## src/hdl/cbo_pkg.sv

```systemverilog
// ****************************************************************
// Register map and field layout
// ****************************************************************
package cbo_pkg;

    localparam int ADDR_W = 7;
    localparam int DATA_W = 8;
    localparam int CMD_W = 5;
    localparam int LINK_W = 2;

    // Register offsets
    localparam logic [ADDR_W-1:0] OFS_COMMAND_CONTROL = 7'h00;
    localparam logic [ADDR_W-1:0] OFS_HOST_BUS_OWNERSHIP_CONTROL = 7'h01;

    // Command control fields
    localparam int CMD_POWER_DOWN_BIT = 7;
    localparam int CMD_RADIO_POWER_DOWN_BIT = 6;
    localparam int CMD_CODE_MSB = 4;
    localparam int CMD_CODE_LSB = 0;

    // Host bus ownership control fields
    localparam int HBO_UNLOCK_BIT = 7;
    localparam int HBO_HOST_BIT = 6;
    localparam int HBO_SECURE_BIT = 5;
    localparam int HBO_LINK_MSB = 3;
    localparam int HBO_LINK_LSB = 2;

    // Reset values
    localparam logic [CMD_W-1:0] CMD_CODE_IDLE = 5'h00;
    localparam logic [LINK_W-1:0] LINK_RESET = 2'h0;
    localparam logic [DATA_W-1:0] READ_ZERO = 8'h00;

    // Secure module link selections
    typedef enum logic [LINK_W-1:0] {
        CBO_LINK_OFF = 2'h0,
        CBO_LINK_SPI = 2'h1,
        CBO_LINK_TWO_WIRE_LOW_SPEED = 2'h2,
        CBO_LINK_TWO_WIRE = 2'h3
    } cbo_link_t;

    // Register access request from the host interface logic
    typedef struct packed {
        logic wr;
        logic rd;
        logic [ADDR_W-1:0] addr;
        logic [DATA_W-1:0] wdata;
    } cbo_reg_req_t;

    // Bus ownership state
    typedef struct packed {
        logic unlock;
        logic host;
        logic secure;
        logic [LINK_W-1:0] link;
    } cbo_own_t;

endpackage
```

## src/hdl/cbo_command_and_bus_ownership_ctrl.sv

```systemverilog
`timescale 1ns/1ps
// ****************************************************************
// Command and bus ownership control registers
// ****************************************************************
module cbo_command_and_bus_ownership_ctrl (
    input wire logic i_clk,
    input wire logic i_rst_b,
    input wire logic i_ce,
    input cbo_pkg::cbo_reg_req_t i_req,
    input wire logic i_command_done,
    input wire logic i_wakeup,
    output logic [cbo_pkg::DATA_W-1:0] o_rdata,
    output logic o_rvalid,
    output logic o_power_down,
    output logic o_radio_power_down,
    output logic [cbo_pkg::CMD_W-1:0] o_command,
    output logic o_ownership_unlock,
    output logic o_host_owns_bus,
    output logic o_secure_module_owns_bus,
    output cbo_pkg::cbo_link_t o_secure_module_link_select
);

    // ****************************************************************
    // Address decode
    // ****************************************************************
    wire logic sel_cmd;
    wire logic sel_own;
    wire logic wr_cmd;
    wire logic wr_own;
    wire logic rd_any;

    // Register selects; every other address is unmapped
    assign sel_cmd = (i_req.addr == cbo_pkg::OFS_COMMAND_CONTROL);
    assign sel_own = (i_req.addr == cbo_pkg::OFS_HOST_BUS_OWNERSHIP_CONTROL);

    // A write beside a read is taken as the write alone
    assign wr_cmd = i_req.wr & sel_cmd;
    assign wr_own = i_req.wr & sel_own;
    assign rd_any = i_req.rd & ~i_req.wr;

    // ****************************************************************
    // Command control register
    // ****************************************************************
    logic power_down;
    logic radio_power_down;
    logic [cbo_pkg::CMD_W-1:0] command;
    logic next_power_down;
    logic next_radio_power_down;
    logic [cbo_pkg::CMD_W-1:0] next_command;
    wire logic wr_power_down;
    wire logic wr_radio_power_down;
    wire logic [cbo_pkg::CMD_W-1:0] wr_command;

    // Write data split into fields; reserved bit 5 is dropped here
    assign wr_power_down = i_req.wdata[cbo_pkg::CMD_POWER_DOWN_BIT];
    assign wr_radio_power_down = i_req.wdata[cbo_pkg::CMD_RADIO_POWER_DOWN_BIT];
    assign wr_command = i_req.wdata[cbo_pkg::CMD_CODE_MSB:cbo_pkg::CMD_CODE_LSB];

    // Enter power-down
    // Wake-up clears standby, but a write in the same cycle wins
    always_comb begin
        next_power_down = power_down;
        if (i_wakeup) begin
            next_power_down = 1'b0;
        end
        if (wr_cmd) begin
            next_power_down = wr_power_down;
        end
    end

    // Hold command code
    // Completion returns the code to idle unless it is rewritten now
    always_comb begin
        next_command = command;
        if (i_command_done) begin
            next_command = cbo_pkg::CMD_CODE_IDLE;
        end
        if (wr_cmd) begin
            next_command = wr_command;
        end
    end

    // Radio power-down
    // Plain read/write bit, no hardware side effect
    assign next_radio_power_down = wr_cmd ? wr_radio_power_down : radio_power_down;

    // Standby bit, frozen while the clock enable is low
    always_ff @(posedge i_clk or negedge i_rst_b) begin
        if (!i_rst_b) begin
            power_down <= 1'b0;
        end else if (i_ce) begin
            power_down <= next_power_down;
        end
    end

    // Command code; idle after reset so nothing runs out of reset
    always_ff @(posedge i_clk or negedge i_rst_b) begin
        if (!i_rst_b) begin
            command <= cbo_pkg::CMD_CODE_IDLE;
        end else if (i_ce) begin
            command <= next_command;
        end
    end

    // Radio power-down bit
    always_ff @(posedge i_clk or negedge i_rst_b) begin
        if (!i_rst_b) begin
            radio_power_down <= 1'b0;
        end else if (i_ce) begin
            radio_power_down <= next_radio_power_down;
        end
    end

    // ****************************************************************
    // Host bus ownership control register
    // ****************************************************************
    // Unlock, owner grants and link select travel together
    cbo_pkg::cbo_own_t own;
    wire logic own_unlock;
    wire logic own_host;
    wire logic own_secure;
    wire logic [cbo_pkg::LINK_W-1:0] own_link;

    // Every register write counts, so the unlock cannot linger
    cbo_ownership u_ownership (
        .i_clk(i_clk),
        .i_rst_b(i_rst_b),
        .i_ce(i_ce),
        .i_any_wr(i_req.wr),
        .i_sel_wr(wr_own),
        .i_wdata(i_req.wdata),
        .o_own(own)
    );

    // Fields of the ownership register for read back and pins
    assign own_unlock = own.unlock;
    assign own_host = own.host;
    assign own_secure = own.secure;
    assign own_link = own.link;

    // ****************************************************************
    // Read path
    // ****************************************************************
    wire logic [cbo_pkg::DATA_W-1:0] cmd_image;
    wire logic [cbo_pkg::DATA_W-1:0] own_image;
    wire logic [cbo_pkg::DATA_W-1:0] read_mux;

    // Reserved bits read as zero
    assign cmd_image = {power_down, radio_power_down, 1'b0, command};
    assign own_image = {own_unlock, own_host, own_secure, 1'b0, own_link, 2'h0};
    assign read_mux = sel_cmd ? cmd_image : (sel_own ? own_image : cbo_pkg::READ_ZERO);

    // Read answered one cycle later, valid for exactly one cycle
    always_ff @(posedge i_clk or negedge i_rst_b) begin
        if (!i_rst_b) begin
            o_rvalid <= 1'b0;
        end else if (i_ce) begin
            o_rvalid <= rd_any;
        end
    end

    // Read data held until the next read; unmapped reads give zero
    always_ff @(posedge i_clk or negedge i_rst_b) begin
        if (!i_rst_b) begin
            o_rdata <= cbo_pkg::READ_ZERO;
        end else if (i_ce && rd_any) begin
            o_rdata <= read_mux;
        end
    end

    // ****************************************************************
    // Registered control outputs
    // ****************************************************************
    // One cycle behind the registers so every output leaves a flop here;
    // a write reaches these pins two edges after it is taken
    always_ff @(posedge i_clk or negedge i_rst_b) begin
        if (!i_rst_b) begin
            o_power_down <= 1'b0;
            o_radio_power_down <= 1'b0;
            o_command <= cbo_pkg::CMD_CODE_IDLE;
        end else if (i_ce) begin
            o_power_down <= power_down;
            o_radio_power_down <= radio_power_down;
            o_command <= command;
        end
    end

    // Grants follow the register, which never holds both owners
    always_ff @(posedge i_clk or negedge i_rst_b) begin
        if (!i_rst_b) begin
            o_ownership_unlock <= 1'b0;
            o_host_owns_bus <= 1'b0;
            o_secure_module_owns_bus <= 1'b0;
        end else if (i_ce) begin
            o_ownership_unlock <= own_unlock;
            o_host_owns_bus <= own_host;
            o_secure_module_owns_bus <= own_secure;
        end
    end

    // Secure module link stays off after reset until software picks one
    always_ff @(posedge i_clk or negedge i_rst_b) begin
        if (!i_rst_b) begin
            o_secure_module_link_select <= cbo_pkg::CBO_LINK_OFF;
        end else if (i_ce) begin
            o_secure_module_link_select <= cbo_pkg::cbo_link_t'(own_link);
        end
    end

endmodule

```

## src/hdl/cbo_ownership.sv

```systemverilog
`timescale 1ns/1ps
// ****************************************************************
// Host bus ownership control register
// ****************************************************************
module cbo_ownership (
    input wire logic i_clk,
    input wire logic i_rst_b,
    input wire logic i_ce,
    input wire logic i_any_wr,
    input wire logic i_sel_wr,
    input wire logic [cbo_pkg::DATA_W-1:0] i_wdata,
    output cbo_pkg::cbo_own_t o_own
);

    cbo_pkg::cbo_own_t own;
    cbo_pkg::cbo_own_t next_own;
    wire logic want_host;
    wire logic want_secure;
    wire logic want_both;
    wire logic owner_change_ok;

    // Decode of the requested ownership
    assign want_host = i_wdata[cbo_pkg::HBO_HOST_BIT];
    assign want_secure = i_wdata[cbo_pkg::HBO_SECURE_BIT];
    assign want_both = want_host & want_secure;
    assign owner_change_ok = i_sel_wr & own.unlock & ~want_both;

    // Next state of the ownership register
    always_comb begin
        next_own = own;
        if (i_any_wr) begin
            next_own.unlock = 1'b0;
        end
        // Arming only when not already armed, so an armed write spends it
        if (i_sel_wr && !own.unlock) begin
            next_own.unlock = i_wdata[cbo_pkg::HBO_UNLOCK_BIT];
        end
        if (owner_change_ok) begin
            next_own.host = want_host;
            next_own.secure = want_secure;
        end
        if (i_sel_wr) begin
            next_own.link = i_wdata[cbo_pkg::HBO_LINK_MSB:cbo_pkg::HBO_LINK_LSB];
        end
    end

    // Register, frozen while the clock enable is low
    always_ff @(posedge i_clk or negedge i_rst_b) begin
        if (!i_rst_b) begin
            own <= '0;
        end else if (i_ce) begin
            own <= next_own;
        end
    end

    assign o_own = own;

endmodule

```

## config.mk

```make
export PLATFORM = sky130hd
export DESIGN_NAME = cbo_command_and_bus_ownership_ctrl
export DESIGN_NICKNAME = d
export VERILOG_FILES = /design/src/hdl/cbo_pkg.sv /design/src/hdl/cbo_command_and_bus_ownership_ctrl.sv /design/src/hdl/cbo_ownership.sv
export SDC_FILE = /design/constraint.sdc
export NUM_CORES = 1
export LEC_CHECK = 0
export BUFFER_PORTS_ARGS = -buffer_cell sky130_fd_sc_hd__buf_2
export CAP_MARGIN = 20
export CORE_MARGIN = 2
export CORE_UTILIZATION = 54
export DETAILED_ROUTE_END_ITERATION = 10
export GPL_ROUTABILITY_DRIVEN = 0
export GPL_TIMING_DRIVEN = 1
export PLACE_DENSITY = 0.83
export SYNTH_ARGS = -nofsm -noshare
export SYNTH_HDL_FRONTEND = slang
export SYNTH_SLANG_ARGS = --single-unit
```

## constraint.sdc

```tcl
create_clock -name i_clk -period 2.71 [get_ports i_clk]
set_input_delay 0.1355 -clock i_clk [delete_from_list [all_inputs] [get_ports i_clk]]
set_output_delay 0.1355 -clock i_clk [all_outputs]
set_load 0.005 [all_outputs]
```

==> impl_metrics.tcl <==
set metrics [dict create \
    synth_seq_cells 33 \
    timing.fmax_mhz 803 \
    antenna_left 0 \
    dpl_worst_slack_ns 1.14 \
    skew_ns 0.00674 \
    cp_cell_sequence "buf_2, nor4_4, nand2_1, o31a_2" \
    final_util_pct 69.0 \
    arrival_ns 1.45 \
    crit_path_end_kind "flop" \
    p_leak_nw 0.967 \
    drt_iter0_drc 15 \
    seq_power_share_pct 61.1 \
    syn_avg_cell_area_um2 12.4 \
    critPathSlowestCell "nor4_4" \
    drc_errors 0 \
    maxSlewViolCount 0 \
    grt_usage_pct 21.7 \
    relSlewSlack_pct 51.3 \
    fp-row-count 18 \
    path_delay_family "simple AND/OR/NAND/NOR gates" \
    hold_viol_final 0 \
    synthesis.instances 116 \
    clk_pin_slew_worst_paths_ns 0.09 \
    vias_per_cell 5.31 \
    irDropWorstVdd_v 0.000470 \
    yosysWarnings 0 \
    clkPwrFrac_pct 30.9 \
    combPwrFrac_pct 8.0 \
    synth-main-ff-cell "dfrtp_1" \
    synth-edff-count 0 \
    netlist_area_um2 1440 \
    ys_seq_area_share_pct 57.5 \
    synthTopCellsByCount "33 x dfrtp_1, 17 x nand2_1, 16 x mux2_2" \
    cts_setup_buffers 0 \
    finalCritPeriodShare_pct 45.9 \
    yosys-top-cells-area "dfrtp_1 57%, mux2_2 13%, mux2i_1 6.3%, nand2_1 4.4%, o21ai_0 2.1%" \
    required_ns 2.92 \
    reg2reg_from "u_ownership.o_own[4]" \
    synth_fp_nets 138 \
    critPathLaunch "i_req[13]" \
    diodes 0 \
    synth_cell_types 22 \
    area_growth_pct 20.0 \
    hp-start "i_req[1]" \
    core_area_um2 2500 \
    worstSkewPairLatency_ns 0.33 \
    min_path_type "in2reg" \
    fp.dieH_um 55.6 \
    dp.cells 184 \
    cp.buffers_inverters 1 \
    setup-violations-final 0 \
    crit_type "in2reg" \
    grt_pass1_wl_mm 5.11 \
    drt_pass1_iterations 4 \
    io_pins 43 \
    initial_core_util_pct 57.5 \
    min_period_ns 1.24 \
    wl_per_cell_um 15.0 \
    fin_ws_ns 1.47 \
    netlist.area_leader.share_pct 57.5 \
    routed_wl_mm 2.90 \
    setup_tns_ns 0 \
    drive_gt1_share_pct 42.9 \
    clock_path_buffers 2 \
    root_buffer "clkbuf_4" \
    post_dp_cell_area_um2 1670 \
    net-switching-power_mw 0.195 \
    numClockSinks 33 \
    start_kind "primary input" \
    tightest_slew_ns 0.730 \
    fillers 184 \
    fin_area_um2 1720 \
    crit_fanout 9 \
    max_stage_delay_ns 0.54 \
    final_cells 193 \
    status "finished clean" \
    htree_num_levels 2 \
    power.density_nw_per_um2 478 \
    cts_tree "built" \
    die_area_um2 3090 \
    postSynth.asyncResetShare_pct 100 \
    cap_viol_max_count 0 \
    globalRouteOverflowTotal 0 \
    rsz0062_at_grt "no" \
    switching_share_pct 23.7 \
    portBuffers 42 \
    p_int_mw 0.629 \
    dp_hpwl_mm 2.16 \
    vias 1025 \
    cts_buffers 5 \
    nNetsFinal 184 \
    dieWidth_um 55.6 \
    postCtsResizedCells 0 \
    antenna_found_initial 0 \
    yosysMostFrequentCell "dfrtp_1" \
    grt_pass1_vias 1047 \
    yosysTopAreaCell "dfrtp_1" \
    grt_max_degree 34 \
]
## cells in the final DEF, fill, tap and decap left out
cell type      count
nand2b_1           1
nand4_4            1
nand2_1           17
mux2i_1            9
buf_2             42
o21ai_0            6
a41o_2             2
o31ai_1            4
mux2_2            16
o31a_2             2
nor2_1             1
a21boi_0           1
clkbuf_1           3
and4_1             1
nor3_2             1
nand3b_1           1
and3_1             1
nor4_4             1
dlygate4sd3_1      1
clkbuf_4           5
inv_1              8
nand4_1            2
nand3_1            4
dfrtp_1           33
## power by group through the flow
stage	registers [mW]	logic (mW)	clock network (mW)
final	0.503	0.0660	0.255
after CTS	0.503	0.0667	0.264
after floorplan	0.512	0.0279	0
after detailed placement	0.513	0.0654	0
after global routing	0.504	0.0742	0.287
after global placement	0.512	0.0641	0
## metrics by stage
stage                     power (mW)  hold WS, ns
final                          0.824       0.0351
after global routing           0.866       0.0184
after CTS                      0.834       0.0246
after detailed placement       0.578        0.227
after global placement         0.576        0.226
after floorplan                0.540       -0.160
## path summary, 6_finish.rpt
| path | depth (start not counted) | endpoint | slack, ns |
|---|---|---|---|
| max | 4 | u_ownership.o_own[3] | 1.47 |
| min | 3 | command[1] | 0.04 |
| max reg2reg | 3 | u_ownership.o_own[3] | 1.57 |
| min reg2reg | 2 | o_rdata[6] | 0.48 |
| max in group asynchronous | 2 | u_ownership.o_own[3] | 1.85 |
| min in group asynchronous | 2 | o_rdata[0] | 0.40 |
## area by class of cell
class	count	area, µm²	share of cell area, %
inverter	8	30.0	1.74
tap	30	37.5	2.18
sequential	33	826	47.9
multi-input combinational	71	562	32.6
clock buffer	8	48.8	2.83
timing repair buffer	43	220	12.8
## sequential cells by signal, summed over array words and instances (netlist names), 2 cells and up
register,flops
o_secure_module_link_select,2
command,5
o_rdata,8
u_ownership.o_own,5
o_command,5
## timing repair
| action | 4_1_cts | 5_1_grt |
|---|---|---|
| hold endpoints to repair | 33 | 0 |
| hold buffers | 1 | 0 |
| endpoints found under the setup margin | 0 | 0 |
## kinds of logic after synthesis
family                 count (synthesis)  synth area share [%]
AOI/OAI and AO/OA                     15                  7.67
buffers and inverters                 12                  3.40
DFF                                   33                  57.5
muxes                                 25                  18.8
and+or+nand+nor                       31                  12.6
## worst reg2reg max path, stage by stage, from the launching register on
cell,delay (ns)
dfrtp_1,0.43
and4_1,0.22
a41o_2,0.26
o31a_2,0.11
## layer usage
layer  wire length, µm  global-route usage [%]  up-vias
li1                  -                       -      506
met1              1240                    27.3      482
met2              1440                    34.0       30
met3               186                    9.30        7
met4                34                    6.97        0
met5                 0                       0        -
No activity file was read; power rests on OpenSTA's default activity.
